`config.mk`:
```
export PLATFORM = sky130hd
export DESIGN_NAME = fast_pulse_counter
export DESIGN_NICKNAME = d
export VERILOG_FILES = /design/src/hw/fast_counter_pkg.sv /design/src/hw/fast_counter_channel.sv /design/src/hw/fast_pulse_counter.sv
export SDC_FILE = /design/constraint.sdc
export NUM_CORES = 2
export LEC_CHECK = 0
export BUFFER_PORTS_ARGS = -buffer_cell sky130_fd_sc_hd__buf_2
export CAP_MARGIN = 0
export CORE_MARGIN = 3
export CORE_UTILIZATION = 57
export DETAILED_ROUTE_END_ITERATION = 16
export GPL_TIMING_DRIVEN = 0
export HOLD_SLACK_MARGIN = 0.15
export PLACE_DENSITY = 0.76
export REMOVE_ABC_BUFFERS = 1
export SYNTH_ARGS = -nofsm -noshare
export SYNTH_HDL_FRONTEND = slang
export SYNTH_SLANG_ARGS = --single-unit
```
`constraint.sdc`:
```
create_clock -name clock_in -period 6.37 [get_ports clock_in]
set_clock_uncertainty 0.05 [all_clocks]
set_input_delay 0.9555 -clock clock_in [delete_from_list [all_inputs] [get_ports clock_in]]
set_output_delay 0.9555 -clock clock_in [all_outputs]
set_load 0.02 [all_outputs]
```
`src/hw/fast_counter_pkg.sv`:
```
// Shared constants and types for the four-channel fast pulse counter.
package fast_counter_pkg;

    // ****************************************
    // Geometry and timing.
    // ****************************************
    localparam int unsigned CHANNELS = 4;
    localparam int unsigned ACC_WIDTH = 32;
    localparam int unsigned CLOCK_HZ = 25_000_000;
    localparam int unsigned TICK_US = 1;
    localparam int unsigned TICK_CYCLES = (CLOCK_HZ / 1_000_000) * TICK_US;
    localparam int unsigned TICK_WIDTH = 5;
    localparam int unsigned MIN_EDGE_US = 100;
    localparam int unsigned CLEAR_LATENCY_US = 100;
    localparam int unsigned CLEAR_LATENCY_CYCLES = (CLOCK_HZ / 1_000_000) * CLEAR_LATENCY_US;

    // Frequency sample windows in microseconds and the factor that scales a count to hertz.
    localparam int unsigned WINDOW_WIDTH = 20;
    localparam logic [19:0] WIN0_US = 20'h0_2710;
    localparam logic [19:0] WIN1_US = 20'h1_86A0;
    localparam logic [19:0] WIN2_US = 20'h7_A120;
    localparam logic [19:0] WIN3_US = 20'hF_4240;
    localparam logic [6:0] WIN0_SCALE = 7'h64;
    localparam logic [6:0] WIN1_SCALE = 7'h0A;
    localparam logic [6:0] WIN2_SCALE = 7'h02;
    localparam logic [6:0] WIN3_SCALE = 7'h01;

    localparam logic [ACC_WIDTH-1:0] ACC_ZERO = 32'h0000_0000;
    localparam logic [ACC_WIDTH-1:0] ACC_ONE = 32'h0000_0001;

    // ****************************************
    // Mode and window encodings.
    // ****************************************
    typedef enum logic [1:0] {
        MODE_OFF,
        MODE_FREQUENCY,
        MODE_TOTALIZE,
        MODE_CLEAR_SOURCE
    } mode_e;

    typedef enum logic [1:0] {
        WINDOW_10MS,
        WINDOW_100MS,
        WINDOW_500MS,
        WINDOW_1S
    } window_e;

endpackage

```
`src/hw/fast_counter_channel.sv`:
```
// One fast counter channel: edge detection, totalizer and frequency meter.
`timescale 1ns/1ps
module fast_counter_channel
    import fast_counter_pkg::*;
(
    input wire logic clock_in,
    input wire logic srst_in,
    input wire logic tick_in,
    input wire logic pin_in,
    input wire logic [1:0] mode_in,
    input wire logic [1:0] window_in,
    input wire logic falling_in,
    input wire logic [ACC_WIDTH-1:0] modulus_in,
    input wire logic clear_in,
    input wire logic hw_clear_in,
    output logic edge_out,
    output logic [ACC_WIDTH-1:0] result_out
);

    // ****************************************
    // Edge detection and accumulation.
    // ****************************************
    logic pin_last;
    logic [ACC_WIDTH-1:0] acc;
    logic [ACC_WIDTH-1:0] cycles;
    logic [WINDOW_WIDTH-1:0] win_cnt;
    logic [ACC_WIDTH-1:0] next_acc;
    logic [ACC_WIDTH-1:0] next_cycles;
    logic [WINDOW_WIDTH-1:0] next_win_cnt;
    logic [WINDOW_WIDTH-1:0] win_len;
    logic [6:0] win_scale;
    logic counted_edge;
    logic rise;
    logic [38:0] scaled;

    // Edge polarity is always taken on the raw pin level, so negative logic needs the opposite edge.
    assign rise = pin_in && !pin_last;
    assign counted_edge = falling_in ? (!pin_in && pin_last) : rise;
    assign edge_out = counted_edge;

    // Longer windows gather more cycles, so resolution improves but the update comes later.
    always_comb begin
        case (window_e'(window_in))
            WINDOW_10MS: begin
                win_len = WIN0_US;
                win_scale = WIN0_SCALE;
            end
            WINDOW_100MS: begin
                win_len = WIN1_US;
                win_scale = WIN1_SCALE;
            end
            WINDOW_500MS: begin
                win_len = WIN2_US;
                win_scale = WIN2_SCALE;
            end
            default: begin
                win_len = WIN3_US;
                win_scale = WIN3_SCALE;
            end
        endcase
    end

    // Next values for the accumulator and the frequency gate.
    always_comb begin
        next_acc = acc;
        next_cycles = cycles;
        next_win_cnt = win_cnt;
        scaled = cycles * win_scale;
        case (mode_e'(mode_in))
            MODE_TOTALIZE: begin
                next_cycles = ACC_ZERO;
                next_win_cnt = '0;
                if (clear_in || hw_clear_in) begin
                    next_acc = ACC_ZERO;
                end else if (counted_edge) begin
                    if (modulus_in != ACC_ZERO && acc >= modulus_in - ACC_ONE) begin
                        next_acc = ACC_ZERO;
                    end else begin
                        next_acc = acc + ACC_ONE;
                    end
                end
            end
            MODE_FREQUENCY: begin
                if (rise) begin
                    next_cycles = cycles + ACC_ONE;
                end
                if (tick_in) begin
                    if (win_cnt >= win_len - 20'h0_0001) begin
                        next_win_cnt = '0;
                        next_acc = scaled[ACC_WIDTH-1:0];
                        next_cycles = rise ? ACC_ONE : ACC_ZERO;
                    end else begin
                        next_win_cnt = win_cnt + 20'h0_0001;
                    end
                end
            end
            default: begin
                next_acc = ACC_ZERO;
                next_cycles = ACC_ZERO;
                next_win_cnt = '0;
            end
        endcase
    end

    // Register stage.
    always_ff @(posedge clock_in) begin
        if (srst_in) begin
            pin_last <= 1'b0;
            acc <= ACC_ZERO;
            cycles <= ACC_ZERO;
            win_cnt <= '0;
        end else begin
            pin_last <= pin_in;
            acc <= next_acc;
            cycles <= next_cycles;
            win_cnt <= next_win_cnt;
        end
    end

    assign result_out = acc;

endmodule

```
`src/hw/fast_pulse_counter.sv`:
```
// Top level of the four-input fast pulse counter with frequency and totalize modes.
`timescale 1ns/1ps

// Notes on behaviour
// - Four fast counter inputs each take their own mode, and some modes use a second input.
// - Each channel's measurement result word is presented as an output for the controller program.
// - All time measurement runs from a one microsecond tick.
// - Configured edge polarity always refers to the raw pin level.
// - Frequency mode writes cycles per second to the accumulator.
// - Frequency mode has four selectable sample windows that set the gathering interval.
// - Shorter windows update sooner but with coarser resolution and a higher lowest frequency.
// - Totalize mode adds one on each edge of the configured direction.
// - With a nonzero modulus the totalizer goes from modulus minus one to zero on the next edge.
// - A zero modulus lets the totalizer run through its full 32-bit range.
// - While its clear bit is high a totalizer is held at zero.
// - Inputs three and four may act as edge-triggered clears for totalizers one and two.
// - A hardware clear edge reaches its totalizer within 100 us.
module fast_pulse_counter
    import fast_counter_pkg::*;
(
    input wire logic clock_in,
    input wire logic srst_in,
    input wire logic [CHANNELS-1:0] fast_counter_input_in,
    input wire logic [2*CHANNELS-1:0] mode_in,
    input wire logic [2*CHANNELS-1:0] window_in,
    input wire logic [CHANNELS-1:0] falling_edge_in,
    input wire logic [ACC_WIDTH-1:0] modulus0_in,
    input wire logic [ACC_WIDTH-1:0] modulus1_in,
    input wire logic [ACC_WIDTH-1:0] modulus2_in,
    input wire logic [ACC_WIDTH-1:0] modulus3_in,
    input wire logic [CHANNELS-1:0] counter_clear_bits_in,
    output logic [ACC_WIDTH-1:0] measurement_result_word0_out,
    output logic [ACC_WIDTH-1:0] measurement_result_word1_out,
    output logic [ACC_WIDTH-1:0] measurement_result_word2_out,
    output logic [ACC_WIDTH-1:0] measurement_result_word3_out
);

    // ****************************************
    // Microsecond timebase.
    // ****************************************
    logic [TICK_WIDTH-1:0] tick_cnt;
    logic [TICK_WIDTH-1:0] next_tick_cnt;
    logic tick;
    logic next_tick;

    // The tick is a single-cycle strobe once every microsecond.
    always_comb begin
        if (tick_cnt == TICK_WIDTH'(TICK_CYCLES - 1)) begin
            next_tick_cnt = '0;
            next_tick = 1'b1;
        end else begin
            next_tick_cnt = tick_cnt + TICK_WIDTH'(1);
            next_tick = 1'b0;
        end
    end

    always_ff @(posedge clock_in) begin
        if (srst_in) begin
            tick_cnt <= '0;
            tick <= 1'b0;
        end else begin
            tick_cnt <= next_tick_cnt;
            tick <= next_tick;
        end
    end

    // ****************************************
    // Channels.
    // ****************************************
    logic [ACC_WIDTH-1:0] modulus [CHANNELS];
    logic [ACC_WIDTH-1:0] result [CHANNELS];
    logic [CHANNELS-1:0] edges;
    logic [CHANNELS-1:0] hw_clear;

    assign modulus[0] = modulus0_in;
    assign modulus[1] = modulus1_in;
    assign modulus[2] = modulus2_in;
    assign modulus[3] = modulus3_in;

    // Inputs three and four clear totalizers one and two on their configured edge; the clear lands
    // one cycle after the edge, far inside the allowed latency.
    always_comb begin
        hw_clear = '0;
        hw_clear[0] = edges[2] && (mode_e'(mode_in[5:4]) == MODE_CLEAR_SOURCE);
        hw_clear[1] = edges[3] && (mode_e'(mode_in[7:6]) == MODE_CLEAR_SOURCE);
    end

    // Each input has its own channel; a clear-source channel keeps its result at zero.
    genvar g;
    generate
        for (g = 0; g < CHANNELS; g++) begin : gen_channel
            fast_counter_channel u_channel (
                .clock_in(clock_in),
                .srst_in(srst_in),
                .tick_in(tick),
                .pin_in(fast_counter_input_in[g]),
                .mode_in(mode_in[2*g+1:2*g]),
                .window_in(window_in[2*g+1:2*g]),
                .falling_in(falling_edge_in[g]),
                .modulus_in(modulus[g]),
                .clear_in(counter_clear_bits_in[g]),
                .hw_clear_in(hw_clear[g]),
                .edge_out(edges[g]),
                .result_out(result[g])
            );
        end
    endgenerate

    // ****************************************
    // Result words.
    // ****************************************

    // Results are re-registered so every output comes straight from a flip-flop.
    always_ff @(posedge clock_in) begin
        if (srst_in) begin
            measurement_result_word0_out <= ACC_ZERO;
            measurement_result_word1_out <= ACC_ZERO;
            measurement_result_word2_out <= ACC_ZERO;
            measurement_result_word3_out <= ACC_ZERO;
        end else begin
            measurement_result_word0_out <= result[0];
            measurement_result_word1_out <= result[1];
            measurement_result_word2_out <= result[2];
            measurement_result_word3_out <= result[3];
        end
    end

endmodule
```
After elaboration in Yosys (flattened, before gate mapping)

Cells that the tools add are included.

Register bits: 474
Bits in latches: 0
Memory bits (writable): 0
ROM bits: 0
Logic and storage cells: 188
Memories: 0

Add/subtract/negate cells: 21
$mul: 4
Div/mod/pow operators: 0
Order comparisons: 8
Equality and inequality tests: 31
Shift-type cells: 0
Muxes and demuxes: 57
Bitwise operators: 4
Reduce and logical (&&, ||, !) cells: 41

Operators with widths:

| kind                    | number |
|---|---|
| $mux W32                | 32 |
| $add A32 B1 Y32 const B | 8 |
| $pmux W32 S2            | 4 |
| $pmux W20 S3            | 4 |
| $ge A32 B32 Y1          | 4 |
| $mul A32 B7 Y32         | 4 |
| $reduce_bool A32 Y1     | 4 |
| $sub A32 B1 Y32 const B | 4 |
| $pmux W7 S3             | 4 |
| $add A20 B1 Y20 const B | 4 |
| $ge A20 B20 Y1          | 4 |
| $mux W20                | 4 |
| $sub A20 B1 Y20 const B | 4 |
| $eq A2 B2 Y1 const B    | 10 |
| $eq A2 B1 Y1 const B    | 8 |
| $logic_and A1 B1 Y1     | 14 |
| $reduce_and A3 Y1       | 4 |
| $reduce_or A2 Y1        | 5 |
| $mux W1                 | 9 |
| $logic_not A1 Y1        | 8 |
| $logic_not A2 Y1        | 4 |
| $ne A2 B1 Y1 const B    | 4 |
| $ne A2 B2 Y1 const B    | 4 |
| $ne A3 B1 Y1 const B    | 2 |
| 5 further kinds         | 10 |

Longest topological paths before layout

Depth in word-level cells: 7
Gate-level depth with buffers: 24

By module

A second synthesis with hierarchy kept.

Cells, all modules: 5961
Area, all modules: 48957.0 um^2

By module, submodules not included:

| module                                          | instances | cells an instance | area an instance (um^2) |
|---|---|---|---|
| fast_counter_channel (gen_channel[3].u_channel) | 1         | 1437              | 11392.2 |
| fast_counter_channel (gen_channel[0].u_channel) | 1         | 1417              | 11344.6 |
| fast_counter_channel (gen_channel[1].u_channel) | 1         | 1421              | 11303.3 |
| fast_counter_channel (gen_channel[2].u_channel) | 1         | 1389              | 11229.5 |
| fast_pulse_counter                              | 1         | 297               | 3687.3 |

Worst setup path after synthesis

Ideal clock, no wire load.

Kind: input-to-reg
Start: input window_in[4]
End: register gen_channel[2].u_channel.acc[28]
Library setup time: 116 ps
Arrival time: 6087 ps
Required time: 6204 ps
Path slack: 116 ps
Stages: 21
Path buffers: 3
Cell sequence: inv_1 > ha_1 > clkbuf_1 > clkbuf_1 > clkbuf_1 > and2_1 > fa_1 > fa_1 > fa_1 > inv_1 > fa_1 > inv_1 > ha_1 > and3_1 > nand2_1 > or3_1 > o221ai_1 > o21ai_0 > a211o_1 > a21o_1 > a31o_2

Cells in the longest elaborated chain, start to end: 6
Elaborated cells between the ends (all ways): 13
Those cells by class: add/sub (1); mul (1); order compare (1); eq/ne (3); mux (5); reduce/logical (2)

Ends and longest elaborated chain:

| item                                               | RTL line                                               | RTL |
|---|---|---|
| start: declaration                                 | fast_pulse_counter.sv:25                               | `input wire logic [2*CHANNELS-1:0] window_in,` |
| $eq A2 B2 Y1, or another cell as far along         | fast_counter_channel.sv:43                             | `case (window_e'(window_in))` |
| $pmux W7 S3 or $pmux W20 S3 (tied branches)        | fast_counter_channel.sv:43                             |  |
| $mul A32 B7 Y32 or $sub A20 B1 Y20 (tied branches) | fast_counter_channel.sv:68, fast_counter_channel.sv:88 |  |
| $mux W32 or $ge A20 B20 Y1 (tied branches)         | fast_counter_channel.sv:88                             | `if (win_cnt >= win_len - 20'h0_0001) begin` |
| $mux W32 or $ne A2 B1 Y1 (tied branches)           | --                                                     |  |
| $pmux W32 S2 or $reduce_and A3 Y1 (tied branches)  | --                                                     |  |
| end signal: assignment                             | fast_counter_channel.sv:114                            | `acc <= next_acc;` |
| end: declaration                                   | fast_counter_channel.sv:24                             | `logic [ACC_WIDTH-1:0] acc;` |

Several ways; a longest one is shown, not always the timed one. The select of a mux whose other input is x is not followed.
A chain may end at the register's enable or synchronous reset.

Worst setup path in the final report

Same ends and word-level chain as after synthesis.

==> summary.md <==
| Metric | Value |
|---|---|
| Status | finished, final reports clean |
| Number of enable flip-flop cells after synthesis | 0 |
| YS warnings | 0 |
| Num ports | 286 |
| GRT Overall Usage | 0.275 |
| Simple-gate portion of the synthesized area | 0.235 |
| Worst setup path category | input port to flip-flop |
| Yosys cell types | 91 |
| Main combinational cell family by area after synthesis | adder cells |
| Synthesized area | 48700 um^2 |
| Root buffer cell | clkbuf_16 |
| 1st-iter DRT viols | 2819 |
| Fin. max-slew vios | 0 |
| CTS Hold Bufs | 0 |
| Arrival @ worst endpoint | 6.56 ns |
| Critical Path RT | 6.81 ns |
| Vias in the first global route | 41900 |
| Fin crit share | 0.960 |
| Antenna Nets Post-Route | 0 |
| Finished Cell Area | 53000 um^2 |
| Final Net Count | 7102 |
| Normalized max-slew margin | 0.0802 |
| DPL Wire Length | 95500 um |
| Register area | 9490 um^2 |
| Worst vdd ir | 214 uV |
| Post-Synth XOR/XNOR Area | 0.0977 |
| Area share of the largest cell type after synthesis | 0.195 |
| CTS Sinks | 474 |
| Hold_sp | tick_cnt[0]$_SDFF_PP0_ |
| Hold Violations, Final | 0 |
| Initial Util | 0.579 |
| Top_reg_cell synth | dfxtp_1 |
| Wire per inst | 17.1 um |
| Detailed Routing Iterations Pass 1 | 6 |
| DIE WIDTH | 298 um |
| Clock buffer depth | 3 |
| Pre-CTS WS | -1.16 ns |
| Mapped Avg Cell Area | 8.16 um^2 |
| Cell chain of the critical path | buf_2, inv_1, ha_4, buf_12, nand2_1, xor2_1, ha_1, fa_1, fa_1, inv_1, fa_1, inv_1, ha_1, and4_1, and3_1, nand2_1, or3_1, o221ai_1, o21ai_0, a211o_1, a21o_1, a31o_2 |
| Initial antenna violation count | 6 |
| Post-layout min period | 6.12 ns |
| Core area | 84100 um^2 |
| Syn-to-layout area delta | 8.86% |
| First-pass GRT wire length | 207000 um |
| Critical-path top delay cell | fa_1 |
| Area of the die | 89000 um^2 |
| Top post-synthesis cells by area | dfxtp_1 (19%), fa_1 (15%), ha_1 (13%) |
| Max_cap viols | 0 |
| Setup WS post-layout | 0.253 ns |
| Delay-heaviest family, CP | adder cells |
| Seq cells post-synth | 474 |
| # fillers | 7251 |
| Via-to-Cell Ratio | 5.74 |
| Reg clk slew, reported paths | 0.06 ns |
| Placed insts | 7152 |
| Pwr per Cell Area | 130 nW/um^2 |
| PortBufs | 285 |
| Worst hold path class | flip-flop to flip-flop |
| Ratio of cells with drive above 1 in the final layout | 0.0795 |
| Area leader, netlist | dfxtp_1 |
| Largest net degree at the start of global routing | 97 |
| Critical path peak fanout | 60 |
| Hold Worst Slack | 0.411 ns |
| Most frequent cell after synthesis | inv_1 |
| Max incr delay on CP | 0.55 ns |
| Final WL | 124000 um |
| CTS buffer count | 56 |
| Post-synthesis mux area share | 0.00126 |
| Multi-input gate area | 36200 um^2 |
| RR Startpoint | gen_channel[2].u_channel.cycles[12]$_SDFF_PP0_ |
| CTS tree | yes |
| Total grt overflow | 0 |
| Pleak | 0.0243 uW |
| Synth Area in Compound Gates | 0.126 |
| Syn Inst Count | 5965 |
| Post-synth ARST share | 0 |
| Setup violators final | 0 |
| Pwr Total | 6920 uW |
| CP Capture Type | flip-flop |
| Vias | 41700 |
| Worst-Skew Late Latency | 0.61 ns |
| Crit path launch | window_in[4] |
| Buf/Inv on CP | 5 |
| Cell Count, Final, Fillers Out | 7260 |
| Die span in y | 298 um |
| Sequential cell area fraction in the yosys report | 0.195 |
| Post-synth top cells | inv_1 (606), nand2_1 (571), nor2_1 (505) |
| DRC Markers | 0 |
| Rows | 106 |
| Final GP Congestion | 0.936 |
| Worst Max-Slew Pin Slew | 1.38 ns |
| Startpoint types | input port |
| F_max | 0.163 GHz |
| Placed cell areas | 50900 um^2 |
| Adder-Cell Fraction of Synth Area | 0.278 |
| CTS HTree Levels | 2 |
## cell families (layout without fill, tap and decap cells)
family	count (synthesis)	in the layout
AOI/OAI and AO/OA	946	946
xor gates and xnor gates	543	543
adders and majority gates	864	864
buffers and inverters	855	1006
DFF	474	474
muxes	6	6
other	1	11
and+or+nand+nor	2276	2276
## worst reg2reg max path, cell delays in order (launching register included)
cell and delay [ns]:
dfxtp_1 0.66, nand2_1 0.15, xor2_1 0.17, ha_1 0.32
fa_1 0.47, fa_1 0.55, inv_1 0.06, fa_1 0.53
inv_1 0.04, ha_1 0.38, and4_1 0.28, and3_1 0.26
nand2_1 0.11, or3_1 0.35, o221ai_1 0.26, o21ai_0 0.18
a211o_1 0.31, a21o_1 0.18, a31o_2 0.23
## placed cells by master (no fill, tap or decap), drive strengths merged, types with 257 or more instances in the layout
master  count
nor2      505
and2      339
inv       608
fa        366
ha        498
a21oi     257
dfxtp     474
buf       299
xor2      297
nand2     572
## power breakdown
| group | internal [uW] | total [uW] | switching, uW |
|---|---|---|---|
| Clock | 2040 | 3400 | 1360 |
| Sequential | 2970 | 2980 | 6.20 |
| Combinational | 182 | 545 | 362 |
| Total | 5190 | 6920 | 1720 |
## final cells by class
| type | count | area share |
|---|---|---|
| Multi-Input combinational cell | 4643 | 0.683 |
| Sequential cell | 474 | 0.179 |
| Inverter | 606 | 0.0429 |
| Timing Repair Buffer | 299 | 0.0321 |
| Clock buffer | 74 | 0.0294 |
| Tap cell | 1134 | 0.0268 |
| Clock inverter | 27 | 0.00689 |
| Antenna cell | 3 | 0.000142 |
## per-stage QoR
| stage | util | TNS, ns |
|---|---|---|
| after floorplan | - | -0.909 |
| after global placement | 0.602 | -218.63 |
| after detailed placement | 0.605 | -54.03 |
| after CTS | 0.628 | 0 |
| after global routing | 0.630 | 0 |
| final | 0.630 | 0 |
## registers in the layout (all words and copies together), names as in the netlist
register                          count
gen_channel.u_channel.cycles        128
gen_channel.u_channel.pin_last        4
gen_channel.u_channel.result_out    128
gen_channel.u_channel.win_cnt        80
measurement_result_word0_out         32
measurement_result_word1_out         32
measurement_result_word2_out         32
measurement_result_word3_out         32
tick                                  1
tick_cnt                              5
## per-layer routing
metal	GRT usage	vias to the layer above	share of wire
met5	0	-	0.00038
met2	0.470	1044	0.48
met3	0.0377	226	0.051
met4	0.0793	6	0.026
li1	-	20300	-
met1	0.363	20100	0.44
## timing repair
action	CTS	global route
resized for setup	9	17
setup buffers	0	4
setup endpoints to repair	43	45
pin swaps	0	2
## path summary, 6_finish.rpt
kind | to | slack, ns | cells after the start
hold / removal | tick_cnt[0]$_SDFF_PP0_ | 0.41 | 1
setup reg to reg | gen_channel[2].u_channel.result_out[28]$_SDFFE_PP0P_ | 0.71 | 18
hold reg to reg | tick_cnt[0]$_SDFF_PP0_ | 0.41 | 1
setup / recovery | gen_channel[2].u_channel.result_out[28]$_SDFFE_PP0P_ | 0.25 | 22
Power figures use the tool's default switching activity.
